--- config.mk ---
export PLATFORM = sky130hd
export DESIGN_NAME = cps_top
export DESIGN_NICKNAME = d
export VERILOG_FILES = /design/src/rtl/cps_pkg.sv /design/src/rtl/cps_top.sv
export SDC_FILE = /design/constraint.sdc
export NUM_CORES = 1
export LEC_CHECK = 0
export ABC_AREA = 1
export BUFFER_PORTS_ARGS = -buffer_cell sky130_fd_sc_hd__buf_2
export CAP_MARGIN = 25
export CORE_UTILIZATION = 60
export DETAILED_ROUTE_END_ITERATION = 10
export PLACE_DENSITY = 0.81
export SYNTH_ARGS = -nofsm -noshare
export SYNTH_HDL_FRONTEND = slang
export SYNTH_SLANG_ARGS = --single-unit
--- constraint.sdc ---
create_clock -name clk_sys_i -period 8.6 [get_ports clk_sys_i]
set_input_delay 0.43 -clock clk_sys_i [delete_from_list [all_inputs] [get_ports clk_sys_i]]
set_output_delay 0.43 -clock clk_sys_i [all_outputs]
set_load 0.02 [all_outputs]
--- src/rtl/cps_pkg.sv ---
// Constants and types for the coupler protection sequencer
`default_nettype none
package cps_pkg;
   // ----------------------------------------------------------------
   // Timing
   // ----------------------------------------------------------------
   localparam int unsigned CLK_HZ = 20000000;
   localparam int unsigned COOL_DELAY_S = 180;
   localparam int unsigned BLOW_PERIOD_S = 7200;
   localparam int unsigned BLOW_RUN_S = 60;
   localparam int unsigned RESTART_S = 10;
   localparam int unsigned QUIET_S = 1800;
   localparam int unsigned CMD_QUAL_MS = 300;
   localparam int unsigned TICK_CYC = CLK_HZ;
   localparam int unsigned QUAL_CYC = (CLK_HZ / 1000) * CMD_QUAL_MS;
   // ----------------------------------------------------------------
   // Register map
   // ----------------------------------------------------------------
   localparam logic [7:0] CTRL_OFF = 8'h00;
   localparam logic [7:0] THR_OFF = 8'h04;
   localparam logic [7:0] PROT_OFF = 8'h08;
   localparam logic [7:0] MEAS0_OFF = 8'h0c;
   localparam logic [7:0] MEAS1_OFF = 8'h10;
   localparam logic [7:0] STAT_OFF = 8'h14;
   localparam logic [7:0] CNT_OFF = 8'h18;
   localparam logic [7:0] ADDR_OFF = 8'h1c;
   localparam logic [7:0] FB_OFF = 8'h20;
   localparam logic [31:0] THR_RST = 32'h00463250;
   localparam logic [31:0] PROT_RST = 32'h00000000;
   localparam logic [6:0] NODE_ADDR_RST = 7'h01;
   localparam logic [7:0] FULL_PCT = 8'h64;
   localparam logic [7:0] FB_BASE = 8'h20;
   localparam logic [1:0] RESP_OKAY = 2'b00;
   localparam logic [1:0] RESP_SLVERR = 2'b10;
   // Protection kinds per variable
   localparam logic [1:0] PROT_DIS = 2'b00;
   localparam logic [1:0] PROT_CYC = 2'b01;
   localparam logic [1:0] PROT_WAIT = 2'b10;
   localparam logic [3:0] CNT_LIM_RST = 4'h8;
   typedef enum logic [2:0] {CPS_ON, CPS_COOL, CPS_OFF, CPS_BLOW, CPS_CYC, CPS_HOLD,
      CPS_FAULT} cps_state_e;
endpackage
`default_nettype wire

--- src/rtl/cps_top.sv ---
// Coupler protection sequencer with AXI4-Lite register slave
// What this block does
// - Entering off asserts the interlock output to hold the exciter in standby.
// - Entering off opens the auxiliary mains relay.
// - After switching off, blowers run for a cooling delay, then stop.
// - While off, blowers run briefly once every two hours.
// - Switching on releases interlock, powers aux mains, restarts blowers.
// - Four threshold comparisons, each output true as closed, false as open.
// - Two compare forward power as power good, one reflected as warning.
// - Thresholds are percent of full scale: 4000W forward, 400W reflected.
// - Threshold edit: select, enter, change, commit only on second enter.
// - Each variable is cyclic with count and limit, wait, or disabled.
// - Foldback level constant until full scale exceeded, then rises with excess.
// - Foldback inputs are forward, reflected, rejected power and temperature.
// - A variable above its maximum forces standby through the interlock.
// - Cyclic alarm restarts after fixed interval; wait alarm when cleared.
// - Temporary shutdown lights wait and reports the causing variable.
// - Cyclic trip bumps its counter; at limit, permanent off with fault.
// - Alarm reset in cyclic standby or fault turns on and clears counters.
// - While transmitting, reset clears counters only with alarm menu shown.
// - Counters clear after half an hour running without alarm.
// - Serial-bus node address is settable, default value 1.
// - Panel changes accepted only in local mode; remote inputs only in remote.
`timescale 1ns/1ps
`default_nettype none
module cps_top #(
   parameter int unsigned TICK_CYC = cps_pkg::TICK_CYC,
   parameter int unsigned QUAL_CYC = cps_pkg::QUAL_CYC
)
(
   input wire logic clk_sys_i,
   input wire logic rst_i,
   input wire logic [7:0] s_axi_awaddr_i,
   input wire logic s_axi_awvalid_i,
   output logic s_axi_awready_o,
   input wire logic [31:0] s_axi_wdata_i,
   input wire logic [3:0] s_axi_wstrb_i,
   input wire logic s_axi_wvalid_i,
   output logic s_axi_wready_o,
   output logic [1:0] s_axi_bresp_o,
   output logic s_axi_bvalid_o,
   input wire logic s_axi_bready_i,
   input wire logic [7:0] s_axi_araddr_i,
   input wire logic s_axi_arvalid_i,
   output logic s_axi_arready_o,
   output logic [31:0] s_axi_rdata_o,
   output logic [1:0] s_axi_rresp_o,
   output logic s_axi_rvalid_o,
   input wire logic s_axi_rready_i,
   input wire logic local_mode_i,
   input wire logic remote_on_n_i,
   input wire logic remote_off_n_i,
   input wire logic remote_rst_n_i,
   input wire logic alarm_reset_btn_i,
   input wire logic alarm_menu_shown_i,
   output logic interlock_o,
   output logic aux_mains_o,
   output logic blower_o,
   output logic on_led_o,
   output logic wait_led_o,
   output logic fault_led_o,
   output logic foldback_led_o,
   output logic [7:0] foldback_level_o,
   output logic [3:0] set_closed_o,
   output logic [3:0] alarm_cause_o
);
   // ----------------------------------------------------------------
   // Declarations
   // ----------------------------------------------------------------
   cps_pkg::cps_state_e st_q, st_d;
   logic [31:0] thr_q, thr_d;
   logic [31:0] prot_q, prot_d;
   logic [31:0] meas0_q, meas0_d;
   logic [31:0] meas1_q, meas1_d;
   logic [6:0] node_q, node_d;
   logic [15:0] cnt_q, cnt_d;
   logic [3:0] cause_q, cause_d;
   logic [15:0] sec_q, sec_d;
   logic [15:0] quiet_q, quiet_d;
   logic [24:0] tick_q, tick_d;
   logic [1:0] cmd_q, cmd_d;
   logic [7:0] fb_q, fb_d;
   logic [3:0] set_q, set_d;
   logic aw_q, aw_d, w_q, w_d, bv_q, bv_d, rv_q, rv_d;
   logic [7:0] awa_q, awa_d;
   logic [31:0] wd_q, wd_d, rd_q, rd_d;
   logic [1:0] br_q, br_d, rr_q, rr_d;
   logic tick;
   logic [3:0] over;
   logic [7:0] pct [4];
   logic [7:0] excess [4];
   logic any_trip, trip_cyc, trip_wait, cyc_lim, wr_fire;
   logic [2:0] rs1_q, rs2_q;
   logic [2:0] rcmd;
   logic [2:0] rcmd_pend;
   // ----------------------------------------------------------------
   // Remote command qualification
   // ----------------------------------------------------------------
   // Two-flop synchroniser and hold-time qualifier per input
   always_ff @(posedge clk_sys_i)
   begin
      if (rst_i)
      begin
         rs1_q <= 3'h7;
         rs2_q <= 3'h7;
      end
      else
      begin
         rs1_q <= {remote_rst_n_i, remote_off_n_i, remote_on_n_i};
         rs2_q <= rs1_q;
      end
   end
   genvar gi;
   generate
      for (gi = 0; gi < 3; gi++)
      begin : g_qual
         logic [23:0] hold_q, hold_d;
         logic done_q, done_d;
         always_comb
         begin
            hold_d = hold_q;
            done_d = done_q;
            if (rs2_q[gi])
            begin
               hold_d = 24'h000000;
               done_d = 1'b0;
            end
            else if (hold_q < 24'(QUAL_CYC))
            begin
               hold_d = hold_q + 24'h000001;
            end
            else
            begin
               done_d = 1'b1;
            end
         end
         always_ff @(posedge clk_sys_i)
         begin
            if (rst_i)
            begin
               hold_q <= 24'h000000;
               done_q <= 1'b0;
            end
            else
            begin
               hold_q <= hold_d;
               done_q <= done_d;
            end
         end
         // One pulse once the low level is held long enough
         assign rcmd_pend[gi] = done_d & ~done_q;
         assign rcmd[gi] = rcmd_pend[gi] & ~local_mode_i;
      end
   endgenerate
   // ----------------------------------------------------------------
   // Comparators and foldback
   // ----------------------------------------------------------------
   // Measurements arrive as percent of full scale per variable
   assign pct[0] = meas0_q[7:0];
   assign pct[1] = meas0_q[15:8];
   assign pct[2] = meas0_q[23:16];
   assign pct[3] = meas0_q[31:24];
   generate
      for (gi = 0; gi < 4; gi++)
      begin : g_cmp
         assign over[gi] = pct[gi] > meas1_q[8*gi +: 8];
         assign excess[gi] = (pct[gi] > cps_pkg::FULL_PCT) ?
            8'(pct[gi] - cps_pkg::FULL_PCT) : 8'h00;
      end
   endgenerate
   // Set 0,1 forward power good; set 2 reflected warning; set 3 rejected
   always_comb
   begin
      set_d[0] = pct[0] >= thr_q[7:0];
      set_d[1] = pct[0] >= thr_q[15:8];
      set_d[2] = pct[1] >= thr_q[23:16];
      set_d[3] = pct[2] >= thr_q[31:24];
      fb_d = cps_pkg::FB_BASE;
      for (int k = 0; k < 4; k++)
      begin
         if (8'(cps_pkg::FB_BASE + excess[k]) > fb_d)
         begin
            fb_d = 8'(cps_pkg::FB_BASE + excess[k]);
         end
      end
   end
   // ----------------------------------------------------------------
   // Sequencer
   // ----------------------------------------------------------------
   assign tick = (tick_q == 25'(TICK_CYC - 1));
   always_comb
   begin
      any_trip = 1'b0;
      trip_cyc = 1'b0;
      trip_wait = 1'b0;
      cyc_lim = 1'b0;
      cause_d = cause_q;
      for (int k = 3; k >= 0; k--)
      begin
         if (over[k] && prot_q[2*k +: 2] != cps_pkg::PROT_DIS)
         begin
            any_trip = 1'b1;
            cause_d = (st_q == cps_pkg::CPS_ON) ? 4'(1 << k) : cause_q;
            trip_cyc = prot_q[2*k +: 2] == cps_pkg::PROT_CYC;
            trip_wait = prot_q[2*k +: 2] == cps_pkg::PROT_WAIT;
            cyc_lim = trip_cyc && (4'(cnt_q[4*k +: 4] + 4'h1) >= prot_q[8+4*k +: 4]);
         end
      end
   end
   always_comb
   begin
      st_d = st_q;
      sec_d = sec_q;
      quiet_d = quiet_q;
      tick_d = tick ? 25'h0000000 : 25'(tick_q + 25'h1);
      if (tick)
      begin
         sec_d = sec_q + 16'h0001;
      end
      case (st_q)
         cps_pkg::CPS_ON:
         begin
            quiet_d = tick ? quiet_q + 16'h0001 : quiet_q;
            if (quiet_q >= 16'(cps_pkg::QUIET_S))
            begin
               quiet_d = 16'h0000;
            end
            if (any_trip)
            begin
               sec_d = 16'h0000;
               quiet_d = 16'h0000;
               st_d = cyc_lim ? cps_pkg::CPS_FAULT :
                  (trip_cyc ? cps_pkg::CPS_CYC : cps_pkg::CPS_HOLD);
            end
         end
         cps_pkg::CPS_COOL:
         begin
            if (sec_q >= 16'(cps_pkg::COOL_DELAY_S))
            begin
               sec_d = 16'h0000;
               st_d = cps_pkg::CPS_OFF;
            end
         end
         cps_pkg::CPS_OFF:
         begin
            if (sec_q >= 16'(cps_pkg::BLOW_PERIOD_S))
            begin
               sec_d = 16'h0000;
               st_d = cps_pkg::CPS_BLOW;
            end
         end
         cps_pkg::CPS_BLOW:
         begin
            if (sec_q >= 16'(cps_pkg::BLOW_RUN_S))
            begin
               sec_d = 16'h0000;
               st_d = cps_pkg::CPS_OFF;
            end
         end
         cps_pkg::CPS_CYC:
         begin
            if (sec_q >= 16'(cps_pkg::RESTART_S))
            begin
               st_d = cps_pkg::CPS_ON;
            end
         end
         cps_pkg::CPS_HOLD:
         begin
            if (!trip_wait)
            begin
               st_d = cps_pkg::CPS_ON;
            end
         end
         cps_pkg::CPS_FAULT:
         begin
            st_d = cps_pkg::CPS_FAULT;
         end
         default:
         begin
            st_d = cps_pkg::CPS_OFF;
         end
      endcase
      // Operator commands: off, on, then alarm reset
      if ((cmd_q[1] || rcmd[1]) && st_q != cps_pkg::CPS_COOL && st_q != cps_pkg::CPS_OFF
         && st_q != cps_pkg::CPS_BLOW)
      begin
         sec_d = 16'h0000;
         st_d = cps_pkg::CPS_COOL;
      end
      else if ((cmd_q[0] || rcmd[0]) && (st_q == cps_pkg::CPS_COOL ||
         st_q == cps_pkg::CPS_OFF || st_q == cps_pkg::CPS_BLOW))
      begin
         quiet_d = 16'h0000;
         st_d = cps_pkg::CPS_ON;
      end
      else if ((alarm_reset_btn_i && local_mode_i || rcmd[2]) &&
         (st_q == cps_pkg::CPS_CYC || st_q == cps_pkg::CPS_FAULT))
      begin
         quiet_d = 16'h0000;
         st_d = cps_pkg::CPS_ON;
      end
   end
   // Alarm counters; a new trip wins over a clear in the same cycle
   always_comb
   begin
      logic clr;
      clr = 1'b0;
      if ((alarm_reset_btn_i && local_mode_i) || rcmd[2])
      begin
         clr = (st_q == cps_pkg::CPS_CYC || st_q == cps_pkg::CPS_FAULT) ||
            (st_q == cps_pkg::CPS_ON && alarm_menu_shown_i);
      end
      if (st_q == cps_pkg::CPS_ON && quiet_q >= 16'(cps_pkg::QUIET_S))
      begin
         clr = 1'b1;
      end
      cnt_d = clr ? 16'h0000 : cnt_q;
      if (st_q == cps_pkg::CPS_ON && any_trip && trip_cyc)
      begin
         for (int k = 0; k < 4; k++)
         begin
            if (cause_d[k])
            begin
               cnt_d[4*k +: 4] = cnt_q[4*k +: 4] + 4'h1;
            end
         end
      end
   end
   // ----------------------------------------------------------------
   // AXI4-Lite slave
   // ----------------------------------------------------------------
   assign s_axi_awready_o = ~aw_q & ~bv_q;
   assign s_axi_wready_o = ~w_q & ~bv_q;
   assign s_axi_arready_o = ~rv_q;
   assign wr_fire = (aw_q | (s_axi_awvalid_i & s_axi_awready_o)) &
      (w_q | (s_axi_wvalid_i & s_axi_wready_o));
   always_comb
   begin
      logic [7:0] wa;
      logic [31:0] wv;
      wa = aw_q ? awa_q : s_axi_awaddr_i;
      wv = w_q ? wd_q : s_axi_wdata_i;
      aw_d = aw_q | (s_axi_awvalid_i & s_axi_awready_o);
      w_d = w_q | (s_axi_wvalid_i & s_axi_wready_o);
      awa_d = (s_axi_awvalid_i & s_axi_awready_o) ? s_axi_awaddr_i : awa_q;
      wd_d = (s_axi_wvalid_i & s_axi_wready_o) ? s_axi_wdata_i : wd_q;
      bv_d = bv_q & ~s_axi_bready_i;
      br_d = br_q;
      thr_d = thr_q;
      prot_d = prot_q;
      meas0_d = meas0_q;
      meas1_d = meas1_q;
      node_d = node_q;
      cmd_d = 2'b00;
      if (wr_fire)
      begin
         aw_d = 1'b0;
         w_d = 1'b0;
         bv_d = 1'b1;
         br_d = cps_pkg::RESP_OKAY;
         case (wa)
            // Panel command pulses: bit0 on, bit1 off
            cps_pkg::CTRL_OFF: cmd_d = local_mode_i ? wv[1:0] : 2'b00;
            // Committed threshold write after second enter
            cps_pkg::THR_OFF: thr_d = local_mode_i ? wv : thr_q;
            cps_pkg::PROT_OFF: prot_d = local_mode_i ? wv : prot_q;
            cps_pkg::MEAS0_OFF: meas0_d = wv;
            cps_pkg::MEAS1_OFF: meas1_d = wv;
            cps_pkg::ADDR_OFF: node_d = local_mode_i ? wv[6:0] : node_q;
            default: br_d = cps_pkg::RESP_SLVERR;
         endcase
      end
      rv_d = rv_q & ~s_axi_rready_i;
      rd_d = rd_q;
      rr_d = rr_q;
      if (s_axi_arvalid_i && s_axi_arready_o)
      begin
         rv_d = 1'b1;
         rr_d = cps_pkg::RESP_OKAY;
         case (s_axi_araddr_i)
            cps_pkg::CTRL_OFF: rd_d = 32'h00000000;
            cps_pkg::THR_OFF: rd_d = thr_q;
            cps_pkg::PROT_OFF: rd_d = prot_q;
            cps_pkg::MEAS0_OFF: rd_d = meas0_q;
            cps_pkg::MEAS1_OFF: rd_d = meas1_q;
            cps_pkg::STAT_OFF: rd_d = {21'h000000, set_q, cause_q, 3'(st_q)};
            cps_pkg::CNT_OFF: rd_d = {16'h0000, cnt_q};
            cps_pkg::ADDR_OFF: rd_d = {25'h0000000, node_q};
            cps_pkg::FB_OFF: rd_d = {24'h000000, fb_q};
            default:
            begin
               rd_d = 32'h00000000;
               rr_d = cps_pkg::RESP_SLVERR;
            end
         endcase
      end
   end
   // ----------------------------------------------------------------
   // State registers
   // ----------------------------------------------------------------
   always_ff @(posedge clk_sys_i)
   begin
      if (rst_i)
      begin
         st_q <= cps_pkg::CPS_ON;
         thr_q <= cps_pkg::THR_RST;
         prot_q <= cps_pkg::PROT_RST;
         meas0_q <= 32'h00000000;
         meas1_q <= 32'hffffffff;
         node_q <= cps_pkg::NODE_ADDR_RST;
         cnt_q <= 16'h0000;
         cause_q <= 4'h0;
         sec_q <= 16'h0000;
         quiet_q <= 16'h0000;
         tick_q <= 25'h0000000;
         cmd_q <= 2'b00;
         fb_q <= cps_pkg::FB_BASE;
         set_q <= 4'h0;
         aw_q <= 1'b0;
         w_q <= 1'b0;
         bv_q <= 1'b0;
         rv_q <= 1'b0;
         awa_q <= 8'h00;
         wd_q <= 32'h00000000;
         rd_q <= 32'h00000000;
         br_q <= 2'b00;
         rr_q <= 2'b00;
      end
      else
      begin
         st_q <= st_d;
         thr_q <= thr_d;
         prot_q <= prot_d;
         meas0_q <= meas0_d;
         meas1_q <= meas1_d;
         node_q <= node_d;
         cnt_q <= cnt_d;
         cause_q <= cause_d;
         sec_q <= sec_d;
         quiet_q <= quiet_d;
         tick_q <= tick_d;
         cmd_q <= cmd_d;
         fb_q <= fb_d;
         set_q <= set_d;
         aw_q <= aw_d;
         w_q <= w_d;
         bv_q <= bv_d;
         rv_q <= rv_d;
         awa_q <= awa_d;
         wd_q <= wd_d;
         rd_q <= rd_d;
         br_q <= br_d;
         rr_q <= rr_d;
      end
   end
   // ----------------------------------------------------------------
   // Outputs
   // ----------------------------------------------------------------
   assign interlock_o = st_q != cps_pkg::CPS_ON;
   assign aux_mains_o = st_q == cps_pkg::CPS_ON;
   assign blower_o = st_q != cps_pkg::CPS_OFF;
   assign on_led_o = st_q == cps_pkg::CPS_ON;
   assign wait_led_o = st_q == cps_pkg::CPS_CYC || st_q == cps_pkg::CPS_HOLD;
   assign fault_led_o = st_q == cps_pkg::CPS_FAULT;
   assign foldback_led_o = fb_q != cps_pkg::FB_BASE;
   assign foldback_level_o = fb_q;
   assign set_closed_o = set_q;
   assign alarm_cause_o = cause_q;
   assign s_axi_bvalid_o = bv_q;
   assign s_axi_bresp_o = br_q;
   assign s_axi_rvalid_o = rv_q;
   assign s_axi_rdata_o = rd_q;
   assign s_axi_rresp_o = rr_q;
endmodule
`default_nettype wire

==> results of run 1 <==
[path summary, 6_finish.rpt]
path	end	cells after the start	start	slack, ps
min reg2reg	rs2_q[0]$_SDFF_PP1_	1	rs1_q[0]$_SDFF_PP1_	420
max reg2reg	foldback_level_o[5]$_SDFF_PP1_	40	meas0_q[2]$_SDFFE_PP0P_	1720
min	rs1_q[0]$_SDFF_PP1_	2	remote_on_n_i	70
max	foldback_level_o[5]$_SDFF_PP1_	40	meas0_q[2]$_SDFFE_PP0P_	1720
[final cells by class]
class                   count  area share [%]
inverters                 438            6.96
clock buffers              61            5.04
clock inverters            16           0.788
multi-input cells        2104            48.4
repair buffers            142            3.54
flip-flops and latches    388            32.8
well taps                 455            2.41
[worst max-delay path: cells and delay by family, from the launching register on]
family	cells	cell delay, ps
buffers and inverters	5	750
flip-flops	1	550
AO/OA/AOI/OAI	12	1300
AND/OR/NAND/NOR	17	2570
XOR/XNOR	1	280
adder cells (fa/ha/maj)	5	1300
[flip-flops by register name, indices dropped and copies added (netlist names), 25 cells and up]
name           count
meas0_q           32
g_qual.hold_q     72
thr_q             32
meas1_q           32
prot_q            32
tick_q            25
s_axi_rdata_o     32
wd_q              32
[cells in the mapped netlist (6+ instances only)]
library cell,number
inv_1,421
clkbuf_1,78
nor2_4,6
o21ai_0,268
nor4_1,16
nand2_2,8
nand3_1,104
o22ai_1,60
or2_2,14
nor2_1,266
o211ai_1,47
buf_4,9
o21ai_1,20
xnor2_1,20
o31ai_1,8
o21a_1,14
a22oi_1,6
buf_2,12
xor2_1,37
ha_1,128
a21oi_1,311
nand2_1,548
inv_2,13
dfxtp_1,388
nor2_2,14
a221oi_1,6
nand4_1,51
nor3_1,70
nor3_2,6
nand3_2,7
[kinds of logic (layout without fill, tap and decap cells)]
family | count (synthesis) | in the layout
compound gates | 775 | 775
fa+ha+maj | 128 | 128
simple gates | 1141 | 1141
flops | 388 | 388
xor+xnor | 58 | 58
other cells | 1 | 2
buf+inv | 546 | 657
[routing by layer]
metal	track usage (%)	part of all wire, %	vias up	routed length [µm]
met2	53.9	46	843	27500
met4	13.6	4.1	0	2470
met1	41.9	43	9622	25700
li1	-	-	10300	-
met5	0	0	-	0
met3	4.84	7.8	154	4680
[where the power goes]
group	switching [mW]	internal, mW
Combinational	0.444	0.164
Clock	0.747	1.09
Sequential	0.0603	1.86
==> qor.yml, run 1 <==
worst_setup_path:
  cp.arrival_ps: 7300
  slowest_stage: "dfxtp_1"
  cp_max_fo: 14
  required_ps: 9020
  crit_path_end_kind: "flip-flop"
  cpMostUsedCell: "nand2_1"
  start_kind: "flip-flop"
  slowest_delay_ps: 550
  path_class: "flip-flop to flip-flop"
synthesis:
  synth_compound_area_share_pct: 20.1
  synth.distinct_cells: 62
  synth_mux_area_share_pct: 0
  synth_top_family_by_area: "simple AND/OR/NAND/NOR gates"
  synth_cells: 3037
  synth_area_per_cell_um2: 7.03
  syn_area_mm2: 0.0214
  synthAdderAreaFrac_pct: 7.50
  yosys.area.top_type: "dfxtp_1"
  ys_async_sr_fraction_pct: 0
  synth-simple-area-share_pct: 23.6
  synth_xor_xnor_area_share_pct: 2.41
  synth_edf_count: 0
  yosysSeqAreaShare_pct: 36.4
  synth_area_leaders: "dfxtp_1 (36%), nand2_1 (9.6%), ha_1 (7.5%), inv_1 (7.4%), a21oi_1 (7.3%)"
  synth_warnings: 0
  synth_top_area_share_pct: 36.4
  yosys_most_used_dff: "dfxtp_1"
  ys_seq_elements: 388
routing:
  via_per_inst: 5.79
  drt_iter0_markers: 1664
  drtPass1Iterations: 6
  vias: 20900
  ant_nets: 0
  wl_per_cell_um: 16.8
  drc: 0
  routed_wl_um: 60400
sta:
  fin_ws_ps: 1720
  max_freq_mhz: 145
  slew_headroom_pct: 30.2
  hold_violations: 0
  grt_setup_unrepaired: "false"
  drv_slew: 0
  worst_pin_slew_ps: 1040
  fin_crit_ps: 6880
  clock_skew_ps: 23.2
  tns_ps: 0
  period_share_pct: 80.0
  timing.hold.ws_ps: 69.2
  setup_viol: 0
cells_and_area:
  num-fill-cells: 3083
  mostFrequentLayoutCells: "nand2_1 (548), inv_1 (421), dfxtp_1 (387)"
  final_common_cell: "nand2_1"
  drive_gt1_share_pct: 9.43
  nets: 3309
  stdcell_count: 3604
  final_cell_area_mm2: 0.0237
  diodes: 0
  final_util_pct: 68.0
  multi_input_area_mm2: 0.0115
  syn_to_final_growth_pct: 10.8
  ff_latch_area_mm2: 0.00777
floorplan:
  design.core.area_mm2: 0.0348
  fp.dieH_um: 191
  ios: 129
  row_count: 68
  dieArea_mm2: 0.0364
  initial_core_util_pct: 61.4
  die_w_um: 191
placement:
  dpl_cell_area_mm2: 0.0222
  placedCellCount: 3524
  dp.final_hpwl_um: 44100
  port_buffers: 122
  dp_worst_setup_slack_ps: 1910
  place_congestion: 0.982
global_route:
  grt.overflow.total: 0
  grt_pass1_vias: 19100
  grt_max_degree: 102
  grt_usage_pct: 32.5
  grt_pass1_wl_um: 95100
  antenna_found_initial: 0
power_and_ir_drop:
  power.leakage_nw: 9.99
  totalPowerFinal_mw: 4.36
  power.density_mw_per_mm2: 184
  ir_worst_vdd_mv: 0.188
clocking:
  cts_resized: 0
  cts_tree: "yes"
  h-tree-depth: 2
  cts_root_buf: "clkbuf_16"
  post_cts_buffers: 0
  clk_pin_slew_ps: 60
  cts_hold_buffers: 0
  insertion_delay_ps: 550
  clk_path_buf_depth: 3
  clock-sinks: 388
  cts_buffers: 42
hold_path:
  min_path_type: "input port to flip-flop"
flow_run:
  maxCapViolCount: 0
outcome:
  status: "complete, no violations"
(Power assumes the default switching activity.)
==> inputs of run 2 (changes only) <==
- clock period: 8.6 -> 6.9 ns (I/O delays scaled with it)
==> run 2 against run 1 <==
- sequential power rose by 24%
- clock-buffer cell count is 8 lower
- non-clock buffer count up 5
- sequential cell count stayed put
- clock power is 26% higher
- global-route usage grew 0.66 points
- setup slack got worse by 960 ps
- critical path depth up 2
- register-to-register slack got worse by 960 ps
- die area stayed put
- utilization up 0.30 points
- critical endpoint is now foldback_level_o[3]$_SDFF_PP0_
- largest cell class unchanged
- highest routed layer unchanged
==> qor.yml, run 2 (synthesis results as in run 1) <==
outcome:
  status: "complete, no violations"
sta:
  hold_violations: 0  # unchanged
  drv_slew: 0  # unchanged
  clock_skew_ps: 20.3  # -2.92 ps
  setup_viol: 0  # unchanged
  worst_pin_slew_ps: 1080  # +39.9 ps
  slew_headroom_pct: 27.5  # -2.7 points
  grt_setup_unrepaired: "false"
  fin_crit_ps: 6140  # -737 ps
  max_freq_mhz: 163  # +12%
  tns_ps: 0  # unchanged
  period_share_pct: 89.0  # +9.0 points
routing:
  drtPass1Iterations: 5  # -1
  vias: 21000  # +0.46%
  drc: 0  # unchanged
  drt_iter0_markers: 1919  # +15%
  wl_per_cell_um: 16.9  # +0.76%
  via_per_inst: 5.81  # +0.38%
  routed_wl_um: 60900  # +0.84%
  ant_nets: 0  # unchanged
floorplan:
  design.core.area_mm2: 0.0348  # unchanged
  fp.dieH_um: 191  # unchanged
  initial_core_util_pct: 61.4  # unchanged
  dieArea_mm2: 0.0364  # unchanged
  ios: 129  # unchanged
  row_count: 68  # unchanged
  die_w_um: 191  # unchanged
flow_run:
  maxCapViolCount: 0  # unchanged
cells_and_area:
  final_cell_area_mm2: 0.0238  # +0.44%
  nets: 3313  # +0.12%
  syn_to_final_growth_pct: 11.3
  final_common_cell: "nand2_1"
  largest_reg_flops: 72  # unchanged
  mostFrequentLayoutCells: "nand2_1 (545), inv_1 (420), dfxtp_1 (387)"
  diodes: 0  # unchanged
  drive_gt1_share_pct: 9.87  # +0.44 points
  ff_latch_area_mm2: 0.00777  # unchanged
  max_flop_register: "g_qual.hold_q"
  num-fill-cells: 2931  # -4.9%
  multi_input_area_mm2: 0.0115  # +0.21%
  stdcell_count: 3607  # +0.083%
hold_path:
  min_path_type: "input port to flip-flop"
  min_from: "s_axi_wdata_i[20]"
global_route:
  grt_usage_pct: 33.1  # +0.66 points
  grt.overflow.total: 0  # unchanged
  grt_pass1_wl_um: 97100  # +2.1%
  antenna_found_initial: 0  # unchanged
  grt_max_degree: 105  # +2.9%
  grt_pass1_vias: 19400  # +1.6%
clocking:
  clock-sinks: 388  # unchanged
  cts_buffers: 41  # -2.4%
  clk_path_buf_depth: 3  # unchanged
  cts_root_buf: "clkbuf_16"
  insertion_delay_ps: 580  # +30 ps
  clk_pin_slew_ps: 60  # about the same
  cts_tree: "yes"
  h-tree-depth: 2  # unchanged
worst_setup_path:
  ff2ff_setup_slack_ps: 760  # -960 ps
  rr_startpoint: "meas0_q[3]$_SDFFE_PP0P_"
  path_class: "flip-flop to flip-flop"
  start_kind: "flip-flop"
  slowest_delay_ps: 420  # -130 ps
  cp.arrival_ps: 6610  # -690 ps
  worstSetupStartpoint: "meas0_q[3]$_SDFFE_PP0P_"
  required_ps: 7360  # -1660 ps
  crit_path_end_kind: "flip-flop"
  cp_max_fo: 12  # -2
  cpMostUsedCell: "nand2_1"
  slowest_stage: "dfxtp_1"
placement:
  place_congestion: 0.946  # -3.7%
  placedCellCount: 3525  # +0.028%
  port_buffers: 122  # unchanged
  dpl_cell_area_mm2: 0.0222  # about the same
  dp.final_hpwl_um: 44700  # +1.5%
power_and_ir_drop:
  totalPowerFinal_mw: 5.48  # +26%
  ir_worst_vdd_mv: 0.228  # +21%
  power.leakage_nw: 10.0  # +0.31%
  power.density_mw_per_mm2: 230  # +25%
## run 2: cell types whose count changed in the layout (fill, tap and decap cells not counted), sizes merged
cell / change
clkbuf: -9
clkinvlp: +6
buf: +3
dlygate4sd3: +3
clkinv: +1
inv: -1
## run 2: power breakdown
| part | switching, mW | internal [mW] | leakage [nW] | total, mW |
|---|---|---|---|---|
| logic | 0.560 | 0.221 | 6.20 | 0.780 |
| registers | 0.0825 | 2.31 | 3.14 | 2.39 |
| clock network | 0.955 | 1.34 | 0.676 | 2.30 |
| total | 1.60 | 3.88 | 10.0 | 5.48 |
## run 2: final timing paths
check / end / depth (start not counted)
worst max-delay path: foldback_level_o[3]$_SDFF_PP0_ / 42
worst min-delay path: wd_q[20]$_SDFFE_PP0P_ / 3
worst max register to register: foldback_level_o[3]$_SDFF_PP0_ / 42
worst min register to register: rs2_q[0]$_SDFF_PP1_ / 1
## run 2: per-stage QoR
stage / setup slack, ps / hold slack, ps / utilization [%]
2_1_floorplan: 1260 / 389 / -
3_3_place_gp: 463 / 405 / 63.8
3_5_place_dp: 353 / 400 / 63.8
4_1_cts: 355 / 0.543 / 68.0
5_1_grt: 118 / 11.4 / 68.3
6_report: 756 / 17.4 / 68.3
## run 2: layer usage
layer / GRT usage, % / part of all wire, % / vias to the layer above
met1: 43.1 / 43 / 9788
met4: 12.5 / 3.3 / 0
met2: 54.6 / 46 / 786
met3: 5.78 / 7.4 / 135
li1: - / - / 10300
met5: 0 / 0 / -
## run 2: layout make-up
type | count | area share, %
sequential | 388 | 32.7
clock inverter | 22 | 1.01
multi-input combinational | 2104 | 48.3
timing repair buffer | 147 | 3.78
clock buffer | 53 | 4.89
inverter | 438 | 6.93
tap | 455 | 2.39
## run 2: repair_timing
action | CTS | global route
setup endpoints to repair | 0 | 8
hold endpoints to repair | 3 | 0
resized for setup | 0 | 6
buffers inserted | 0 | 1
hold buffers | 3 | 0
## run 2: worst max-delay path: cells and delay by family (launching register included)
kind / cells / cell delay [ps]
compound gates: 11 / 1240
xor+xnor: 1 / 230
fa+ha+maj: 5 / 1280
buf+inv: 7 / 750
flops: 1 / 420
simple gates: 18 / 2130
